**src/verilog/fnd_params.svh**
```systemverilog
`ifndef FND_PARAMS_SVH
`define FND_PARAMS_SVH

// Register indices, byte address is four times the index
`define FND_IDX_REF 6'h02
`define FND_IDX_INT 6'h03
`define FND_IDX_FRAC 6'h04
`define FND_IDX_OSC 6'h05
`define FND_IDX_MODCFG 6'h06
`define FND_IDX_PRESC 6'h08
`define FND_IDX_EXACT 6'h0C
`define FND_IDX_STATUS 6'h10
`define FND_IDX_ACTDIV 6'h11

// Field widths and positions
`define FND_INT_W 19
`define FND_FRAC_W 24
`define FND_REF_W 14
`define FND_STEP_W 14
`define FND_DIV_W 20
`define FND_MODCFG_FRAC_EN 11
`define FND_MODCFG_BYPASS 7
`define FND_PRESC_BIT 19
`define FND_OSC_ADDR_LSB 0
`define FND_OSC_ADDR_MSB 2
`define FND_OSC_DATA_LSB 3
`define FND_OSC_DATA_MSB 11
`define FND_OSC_REG_DIFF 3'h1
`define FND_OSC_REG_DIV 3'h2
`define FND_OSC_DIFF_BIT 8

// Reset values
`define FND_REF_RST 14'h0001
`define FND_INT_RST 19'h0_0014
`define FND_FRAC_RST 24'h00_0000
`define FND_STEP_RST 14'h0000

// Legal integer ratios
`define FND_INT_MIN_INTMODE 19'h0_0010
`define FND_INT_MAX_INTMODE 19'h7_FFFF
`define FND_INT_MIN_FRACMODE 19'h0_0014
`define FND_INT_MAX_FRACMODE 19'h7_FFFC

`endif

```
**src/verilog/fnd_pkg.sv**
```systemverilog
package fnd_pkg;

  typedef enum logic [1:0] {
    FND_MODE_INT = 2'b00,
    FND_MODE_FRAC = 2'b01,
    FND_MODE_EXACT = 2'b10
  } fnd_mode_t;

  typedef logic [18:0] fnd_int_t;
  typedef logic [23:0] fnd_frac_t;
  typedef logic [13:0] fnd_step_t;
  typedef logic [19:0] fnd_div_t;

endpackage

```
**src/verilog/fnd_dsm.sv**
```systemverilog
`include "fnd_params.svh"

module fnd_dsm (
  // Clock and reset
  input wire logic clk,
  input wire logic srst,
  // Comparison clock tick and atomic load
  input wire logic tick,
  input wire logic load,
  input wire fnd_pkg::fnd_mode_t mode,
  input wire fnd_pkg::fnd_int_t n_int,
  input wire fnd_pkg::fnd_frac_t frac,
  input wire fnd_pkg::fnd_step_t steps,
  // Divide ratio for this comparison cycle
  output fnd_pkg::fnd_div_t div_val,
  output logic div_strobe
);

  logic [23:0] acc;
  logic [13:0] cyc;
  logic [23:0] excess;
  logic corr_pending;
  logic [37:0] prod;
  logic [24:0] sum_raw;
  logic [24:0] sum_fix;
  logic corr_apply;
  logic cyc_wrap;
  logic mod_on;
  logic exact_on;

  // Excess of steps times the rounded-up fraction over a whole modulus
  assign prod = 38'(steps) * 38'(frac);
  assign mod_on = (mode != fnd_pkg::FND_MODE_INT);
  assign exact_on = (mode == fnd_pkg::FND_MODE_EXACT);
  assign sum_raw = {1'b0, acc} + {1'b0, frac};
  assign corr_apply = exact_on & corr_pending & (sum_raw >= {1'b0, excess});
  assign sum_fix = corr_apply ? (sum_raw - {1'b0, excess}) : sum_raw;
  assign cyc_wrap = exact_on & (cyc == (steps - 14'h0001));

  always_ff @(posedge clk) begin
    if (srst) begin
      acc <= 24'h00_0000;
      cyc <= 14'h0000;
      excess <= 24'h00_0000;
      corr_pending <= 1'b0;
      div_val <= 20'h0_0000;
      div_strobe <= 1'b0;
    end else if (load) begin
      // New value restarts the accumulator, no mixed ratio
      acc <= 24'h00_0000;
      cyc <= 14'h0000;
      excess <= prod[23:0];
      corr_pending <= 1'b0;
      // Ratio in use stays until the next comparison boundary
      if (tick) begin
        div_val <= {1'b0, n_int};
      end
      div_strobe <= tick;
    end else if (tick) begin
      div_strobe <= 1'b1;
      if (mod_on) begin
        // Carry out of the 24-bit accumulator adds one count
        acc <= sum_fix[23:0];
        div_val <= {1'b0, n_int} + {19'h0_0000, sum_fix[24]};
        // Exact mode trims the excess once per step period
        cyc <= cyc_wrap ? 14'h0000 : cyc + 14'h0001;
        corr_pending <= cyc_wrap | (corr_pending & ~corr_apply);
      end else begin
        acc <= 24'h00_0000;
        div_val <= {1'b0, n_int};
      end
    end else begin
      div_strobe <= 1'b0;
    end
  end

endmodule

```
**src/verilog/fnd_top.sv**
```systemverilog
// Added by the designer: the placing of the registers and the APB slave port.
`include "fnd_params.svh"

// Functional notes
// - Integer mode: modulator off, ratio 16..2^19-1
// - Prescaler bit selects divide-by-1 or 2
// - Oscillator registers written only via register five
// - Main output twice fundamental; divided by k
// - Output divide k is a power of two, 1..128
// - Fractional mode integer ratio 20..524284
// - Fraction equals register four over 2^24
// - Reference divided by R gives comparison rate
// - Integer 19 bits, fraction 24 bits
// - Fixed binary modulus of 2^24
// - Binary-exact ratios give zero error
// - Register twelve holds steps per integer boundary
// - Exact mode keeps full 24-bit modulus
module fnd_top (
  // Clock and reset
  input wire logic CLK,
  input wire logic SRST,
  // APB slave
  input wire logic PSEL,
  input wire logic PENABLE,
  input wire logic PWRITE,
  input wire logic [7:0] PADDR,
  input wire logic [31:0] PWDATA,
  output logic [31:0] PRDATA,
  output logic PREADY,
  output logic PSLVERR,
  // Reference input pin
  input wire logic REF_IN,
  // Feedback divider
  output logic PD_TICK,
  output fnd_pkg::fnd_div_t FB_DIV,
  output logic FB_DIV_STROBE,
  output logic MOD_ENABLE,
  output logic MOD_BYPASS,
  output logic PRESCALE_DIV2,
  // Oscillator subsystem indirect write port
  output logic OSC_WR_STROBE,
  output logic [2:0] OSC_WR_ADDR,
  output logic [8:0] OSC_WR_DATA,
  output logic [7:0] OUT_DIV_K,
  output logic OUT_DIFF_EN
);

  // Output divide factor from the three-bit select
  function automatic logic [7:0] k_of(input logic [2:0] sel);
    k_of = 8'h01 << sel;
  endfunction

  // Range check of an integer ratio
  function automatic logic in_range(input fnd_pkg::fnd_int_t n, input fnd_pkg::fnd_int_t lo,
                                    input fnd_pkg::fnd_int_t hi);
    in_range = (n >= lo) && (n <= hi);
  endfunction

  // Reference synchroniser and edge detect
  logic ref_meta;
  logic ref_sync;
  logic ref_prev;
  logic ref_rise;
  logic [13:0] r_cnt;
  logic [13:0] r_last;

  // Software-visible registers
  logic [13:0] ref_div;
  fnd_pkg::fnd_int_t int_stage;
  fnd_pkg::fnd_frac_t frac_stage;
  fnd_pkg::fnd_step_t steps_stage;
  logic frac_en;
  logic bypass;
  logic presc;
  logic [11:0] osc_cmd;

  // Values in use by the divider
  fnd_pkg::fnd_int_t int_act;
  fnd_pkg::fnd_frac_t frac_act;
  fnd_pkg::fnd_step_t steps_act;
  fnd_pkg::fnd_mode_t mode_act;
  logic pending;
  logic load;
  logic load_now;
  logic [2:0] osc_div_sel;

  // APB decode
  logic apb_access;
  logic apb_done;
  logic apb_wr;
  logic [5:0] idx;
  logic aligned;
  logic hit_ref;
  logic hit_int;
  logic hit_frac;
  logic hit_osc;
  logic hit_modcfg;
  logic hit_presc;
  logic hit_exact;
  logic hit_status;
  logic hit_actdiv;
  logic mapped;
  logic ratio_write;
  logic next_pending;
  logic [31:0] rd_mux;

  // Staged mode and ratio checks
  fnd_pkg::fnd_mode_t mode_stage;
  logic mod_on_stage;
  logic int_ok;
  logic steps_ok;
  logic [31:0] status_word;
  logic [2:0] osc_addr_field;
  logic [8:0] osc_data_field;
  logic osc_write;
  logic osc_to_div;
  logic osc_to_diff;

  assign apb_access = PSEL & PENABLE;
  assign apb_done = apb_access & PREADY;
  assign apb_wr = apb_done & PWRITE;
  assign idx = PADDR[7:2];
  assign aligned = (PADDR[1:0] == 2'b00);
  assign hit_ref = aligned & (idx == `FND_IDX_REF);
  assign hit_int = aligned & (idx == `FND_IDX_INT);
  assign hit_frac = aligned & (idx == `FND_IDX_FRAC);
  assign hit_osc = aligned & (idx == `FND_IDX_OSC);
  assign hit_modcfg = aligned & (idx == `FND_IDX_MODCFG);
  assign hit_presc = aligned & (idx == `FND_IDX_PRESC);
  assign hit_exact = aligned & (idx == `FND_IDX_EXACT);
  assign hit_status = aligned & (idx == `FND_IDX_STATUS);
  assign hit_actdiv = aligned & (idx == `FND_IDX_ACTDIV);
  assign mapped = hit_ref | hit_int | hit_frac | hit_osc | hit_modcfg | hit_presc | hit_exact |
                  hit_status | hit_actdiv;

  // Any write that changes the feedback ratio
  assign ratio_write = apb_wr & (hit_int | hit_frac | hit_exact | hit_modcfg);
  // A new write wins over the clear at the boundary
  assign next_pending = ratio_write | (pending & ~PD_TICK);
  // Staged values move only on a tick with no write in flight
  assign load_now = PD_TICK & pending & ~ratio_write;

  // Modulator in circuit only when enabled and not bypassed
  assign mod_on_stage = frac_en & ~bypass;
  assign mode_stage = !mod_on_stage ? fnd_pkg::FND_MODE_INT :
                      (steps_stage != `FND_STEP_RST) ? fnd_pkg::FND_MODE_EXACT :
                      fnd_pkg::FND_MODE_FRAC;
  assign int_ok = mod_on_stage ?
                  in_range(int_stage, `FND_INT_MIN_FRACMODE, `FND_INT_MAX_FRACMODE) :
                  in_range(int_stage, `FND_INT_MIN_INTMODE, `FND_INT_MAX_INTMODE);
  assign steps_ok = (steps_stage != `FND_STEP_RST);

  // Zero R behaves as one
  assign r_last = (ref_div == 14'h0000) ? 14'h0000 : (ref_div - 14'h0001);
  assign ref_rise = ref_sync & ~ref_prev;

  assign osc_addr_field = PWDATA[`FND_OSC_ADDR_MSB:`FND_OSC_ADDR_LSB];
  assign osc_data_field = PWDATA[`FND_OSC_DATA_MSB:`FND_OSC_DATA_LSB];

  // Oscillator command decode
  assign osc_write = apb_wr & hit_osc;
  assign osc_to_div = osc_write & (osc_addr_field == `FND_OSC_REG_DIV);
  assign osc_to_diff = osc_write & (osc_addr_field == `FND_OSC_REG_DIFF);

  assign status_word = {19'h0_0000, k_of(osc_div_sel), steps_ok, mode_act, ~int_ok, pending};

  assign rd_mux = hit_ref ? {18'h0_0000, ref_div} :
                  hit_int ? {13'h0000, int_stage} :
                  hit_frac ? {8'h00, frac_stage} :
                  hit_osc ? {20'h0_0000, osc_cmd} :
                  hit_modcfg ? ({31'h0000_0000, frac_en} << `FND_MODCFG_FRAC_EN) |
                               ({31'h0000_0000, bypass} << `FND_MODCFG_BYPASS) :
                  hit_presc ? ({31'h0000_0000, presc} << `FND_PRESC_BIT) :
                  hit_exact ? {18'h0_0000, steps_stage} :
                  hit_status ? status_word :
                  hit_actdiv ? {12'h000, FB_DIV} :
                  32'h0000_0000;

  // Reference pin through two flip-flops before use
  always_ff @(posedge CLK) begin
    if (SRST) begin
      ref_meta <= 1'b0;
      ref_sync <= 1'b0;
      ref_prev <= 1'b0;
    end else begin
      ref_meta <= REF_IN;
      ref_sync <= ref_meta;
      ref_prev <= ref_sync;
    end
  end

  // Reference divider produces the comparison tick
  always_ff @(posedge CLK) begin
    if (SRST) begin
      r_cnt <= 14'h0000;
      PD_TICK <= 1'b0;
    end else if (ref_rise) begin
      PD_TICK <= (r_cnt >= r_last);
      r_cnt <= (r_cnt >= r_last) ? 14'h0000 : r_cnt + 14'h0001;
    end else begin
      PD_TICK <= 1'b0;
    end
  end

  // APB handshake, one wait cycle in every access
  always_ff @(posedge CLK) begin
    if (SRST) begin
      PREADY <= 1'b0;
      PRDATA <= 32'h0000_0000;
      PSLVERR <= 1'b0;
    end else begin
      PREADY <= apb_access & ~PREADY;
      if (apb_access & ~PREADY) begin
        PRDATA <= PWRITE ? 32'h0000_0000 : rd_mux;
        PSLVERR <= ~mapped;
      end else begin
        PRDATA <= 32'h0000_0000;
        PSLVERR <= 1'b0;
      end
    end
  end

  // Ratio and reference registers
  always_ff @(posedge CLK) begin
    if (SRST) begin
      ref_div <= `FND_REF_RST;
      int_stage <= `FND_INT_RST;
      frac_stage <= `FND_FRAC_RST;
      steps_stage <= `FND_STEP_RST;
    end else if (apb_wr) begin
      if (hit_ref) begin
        ref_div <= PWDATA[`FND_REF_W-1:0];
      end
      if (hit_int) begin
        int_stage <= PWDATA[`FND_INT_W-1:0];
      end
      if (hit_frac) begin
        frac_stage <= PWDATA[`FND_FRAC_W-1:0];
      end
      if (hit_exact) begin
        steps_stage <= PWDATA[`FND_STEP_W-1:0];
      end
    end
  end

  // Control and oscillator command registers
  always_ff @(posedge CLK) begin
    if (SRST) begin
      frac_en <= 1'b0;
      bypass <= 1'b1;
      presc <= 1'b0;
      osc_cmd <= 12'h000;
    end else if (apb_wr) begin
      if (hit_modcfg) begin
        frac_en <= PWDATA[`FND_MODCFG_FRAC_EN];
        bypass <= PWDATA[`FND_MODCFG_BYPASS];
      end
      if (hit_presc) begin
        presc <= PWDATA[`FND_PRESC_BIT];
      end
      if (hit_osc) begin
        osc_cmd <= PWDATA[`FND_OSC_DATA_MSB:0];
      end
    end
  end

  // Staged ratio moves to the divider only on a comparison tick
  always_ff @(posedge CLK) begin
    if (SRST) begin
      pending <= 1'b0;
      load <= 1'b0;
      int_act <= `FND_INT_RST;
      frac_act <= `FND_FRAC_RST;
      steps_act <= `FND_STEP_RST;
      mode_act <= fnd_pkg::FND_MODE_INT;
    end else begin
      pending <= next_pending;
      load <= 1'b0;
      if (load_now) begin
        int_act <= int_stage;
        frac_act <= mod_on_stage ? frac_stage : `FND_FRAC_RST;
        steps_act <= steps_stage;
        mode_act <= mode_stage;
        load <= 1'b1;
      end
    end
  end

  // Modulator pins follow the configuration register, prescaler pin the prescaler register
  always_ff @(posedge CLK) begin
    if (SRST) begin
      MOD_ENABLE <= 1'b0;
      MOD_BYPASS <= 1'b1;
      PRESCALE_DIV2 <= 1'b0;
    end else begin
      MOD_ENABLE <= frac_en;
      MOD_BYPASS <= bypass;
      PRESCALE_DIV2 <= presc;
    end
  end

  // Indirect oscillator-subsystem writes
  always_ff @(posedge CLK) begin
    if (SRST) begin
      OSC_WR_STROBE <= 1'b0;
      OSC_WR_ADDR <= 3'h0;
      OSC_WR_DATA <= 9'h000;
      osc_div_sel <= 3'h0;
      OUT_DIV_K <= 8'h01;
      OUT_DIFF_EN <= 1'b0;
    end else begin
      OSC_WR_STROBE <= osc_write;
      if (osc_write) begin
        OSC_WR_ADDR <= osc_addr_field;
        OSC_WR_DATA <= osc_data_field;
      end
      if (osc_to_div) begin
        osc_div_sel <= osc_data_field[2:0];
        OUT_DIV_K <= k_of(osc_data_field[2:0]);
      end
      if (osc_to_diff) begin
        OUT_DIFF_EN <= osc_data_field[`FND_OSC_DIFF_BIT];
      end
    end
  end

  // Per-cycle feedback ratio; main output is twice the fundamental
  fnd_dsm fnd_dsm_i (
    .clk(CLK),
    .srst(SRST),
    .tick(PD_TICK),
    .load(load),
    .mode(mode_act),
    .n_int(int_act),
    .frac(frac_act),
    .steps(steps_act),
    .div_val(FB_DIV),
    .div_strobe(FB_DIV_STROBE)
  );

endmodule

```
**config.mk**
```make
export PLATFORM = sky130hd
export DESIGN_NAME = fnd_top
export DESIGN_NICKNAME = d
export VERILOG_FILES = /design/src/verilog/fnd_pkg.sv /design/src/verilog/fnd_dsm.sv /design/src/verilog/fnd_top.sv
export VERILOG_INCLUDE_DIRS = /design/src /design/src/verilog
export SDC_FILE = /design/constraint.sdc
export NUM_CORES = 1
export LEC_CHECK = 0
export BUFFER_PORTS_ARGS = -buffer_cell sky130_fd_sc_hd__buf_2
export CAP_MARGIN = 20
export CORE_MARGIN = 2
export CORE_UTILIZATION = 41
export CTS_BUF_LIST = sky130_fd_sc_hd__clkbuf_8
export DETAILED_ROUTE_END_ITERATION = 6
export PLACE_DENSITY_LB_ADDON = 0.3
export SLEW_MARGIN = 20
export SYNTH_ARGS = -nofsm -noshare
export SYNTH_HDL_FRONTEND = slang
export SYNTH_SLANG_ARGS = --single-unit
```
**constraint.sdc**
```tcl
create_clock -name CLK -period 8.25 [get_ports CLK]
set_clock_uncertainty 0.15 [all_clocks]
set_input_delay 0.825 -clock CLK [delete_from_list [all_inputs] [get_ports CLK]]
set_output_delay 0.825 -clock CLK [all_outputs]
set_load 0.1 [all_outputs]
```
==> metrics.csv <==
metric,value,unit
status,"finished, violations left",
violations,design-rule violations,
place_inst,3318,
clockBufferDepth,3,
postSynthCellCount,2616,
dieHeight,235,um
syn_to_final_growth,10.3,%
setup_slack,616,ps
whs,262,ps
drt-wirelength-per-cell,19.0,um
ir_drop,0.114,mV
synthFlopType,dfxtp_1,
maxCapViolCount,0,
path_cells,ha_1 > a211o_1 > a2111oi_2 > o31a_2 > o21ai_4 > o21a_1 > nor2_1 > xnor2_1 > ha_1 > and2_1 > nand3_1 > nor3_1 > nand3_1 > a41oi_1 > a2bb2oi_2 > o21ai_2 > a2111oi_2 > xor2_1 > ha_1 > nand4_1 > nor2_1 > nand3_1 > xor2_1 > a211oi_1,
gp_congestion,0.929,
rsz0062_at_grt,no,
grt_pass1_wl,104,mm
syn_area,21900,um^2
place_ws,775,ps
cts.repair.resized,0,
worst_pin_slew,1020,ps
ant_nets,0,
startpoint_type,flip-flop,
drive_gt1_share,9.91,%
instances_no_fill,3412,
die-area,55200,um^2
dpl_cell_area,23000,um^2
post-route-util,45.8,%
p_leak,10.2,nW
crit_type,reg -> reg,
drv_slew,0,
dr.pass1.iters,7,
slowest_stage,dfxtp_1,
hpwl,48.9,mm
yosys_warnings,0,
drtIter0Drc,1643,
synthArstFlopShare,0,%
coreArea,52700,um^2
die_x,235,um
cts_tree,done,
cp-end-kind,flip-flop,
seq_area_frac_synth,26.6,%
cp_max_fo,16,
rows,84,
antenna_found_initial,2,
period_share,92.5,%
grt_pass1_vias,19000,
via_count,18900,
setup_viol,0,
finalNetCount,3026,
cp.arrival,7980,ps
fin_crit,7630,ps
timing.slew.headroom,32.1,%
cts.htree.levels,2,
cts_buffers,51,
setup_tns,0,ps
ios,127,
power,2.90,mW
critPathMaxStageDelay,950,ps
clock-root-buffer,clkbuf_8,
power.density,120,nW/um^2
viasPerCell,5.55,
cts_sinks,291,
grt.overflow.total,0,
hold_class,in -> reg,
numPortBuffers,110,
final_cell_mix,"nand2_1, dfxtp_1, inv_1",
final_common_cell,nand2_1,
grt_use_total,23.3,%
diodes,0,
drc,9,
fmax,131,MHz
synth_edf_count,0,
final_hold_viol_count,0,
grt_max_degree,94,
clk_pin_slew,60,ps
required,8600,ps
routed_wirelength,65.0,mm
cts_setup_buffers,0,
ys_ff_latch,291,
cts_hold_buf,0,
synth.distinct_cells,95,
initial_core_util,41.5,%
clock_latency,640,ps
syn_avg_cell_area,8.36,um^2
final_area,24100,um^2
==> critical path, delay by kind of cell, from the launching register on <==
family | cells | cell delay (ps)
AOI/OAI and AO/OA | 10 | 2790
xor gates and xnor gates | 3 | 520
adders and majority gates | 3 | 1050
and+or+nand+nor | 8 | 2050
DFF | 1 | 950
==> cell families after synthesis <==
kind of cell               synth area share, %
other                                   0.0172
muxes                                    0.916
AOI/OAI and AO/OA                         15.8
xor gates and xnor gates                  5.53
adders and majority gates                 23.1
and+or+nand+nor                           21.2
DFF                                       26.6
buffers and inverters                     6.82
==> power breakdown <==
part	internal [mW]	total [mW]	switching, mW
Clock	0.747	1.37	0.622
Sequential	1.41	1.41	0.00447
Combinational	0.0180	0.118	0.0999
Total	2.17	2.90	0.726
==> flip-flops by register name, summed over array words and instances (netlist names), 14 cells and up <==
register / count
PRDATA: 24
fnd_dsm_i.acc: 24
fnd_dsm_i.cyc: 14
fnd_dsm_i.div_val: 20
fnd_dsm_i.excess: 24
frac_act: 24
frac_stage: 24
int_act: 19
int_stage: 19
r_cnt: 14
ref_div: 14
steps_act: 14
steps_stage: 14
==> synthesized netlist by cell type (7+ instances only) <==
cell         n  share of area, %
a221o_1     12              0.55
xnor2_1     72               2.9
a22o_1      30               1.2
nand2_1    480               8.2
dfxtp_1    291                27
fa_1       178                16
a31oi_1     15              0.43
nand2b_1    18              0.52
or3_1       14              0.40
nor4_1      16              0.46
o21bai_1    10              0.34
a311oi_1     8              0.32
a2bb2oi_1    8              0.32
a21o_1      23              0.79
buf_4        8              0.27
a22oi_1     22              0.76
o21a_1      10              0.34
a21oi_1    196               4.5
clkbuf_1   117               2.0
and2_1     131               3.7
o21ai_0     36              0.82
nand3_1     45               1.0
xor2_1      66               2.6
nor3_1      28              0.64
nor2b_1     19              0.54
a222oi_1    18              0.82
nand4_1     24              0.69
mux2i_1     20              0.92
nor2_1     151               2.6
and3_1      22              0.63
ha_1       119               6.8
nand3b_1     8              0.27
inv_1      241               4.1
buf_2        7              0.16
a211oi_1    28              0.96
==> metal layers <==
metal / part of all wire [%] / GRT usage [%]
met5: 0 / 0
met2: 46 / 37.6
met3: 7.4 / 4.25
met4: 4.6 / 10.2
met1: 42 / 30.5
==> worst paths after layout <==
check	startpoint	end	slack, ps	cells past startpoint
worst min register to register	ref_meta	ref_sync	290	1
worst min-delay path	REF_IN	ref_meta	260	2
worst max register to register	frac_act[2]	fnd_dsm_i.div_val[15]	620	24
worst max-delay path	frac_act[2]	fnd_dsm_i.div_val[15]	620	24
==> area by class of cell <==
cell class	instances	area (um^2)
Clock inverter	25	121
Tap cell	688	861
Sequential cell	291	5830
Multi-Input combinational cell	1950	14600
Clock buffer	69	950
Timing Repair Buffer	148	846
Fill cell	5058	28500
Inverter	241	905
(Power assumes the default switching activity.)
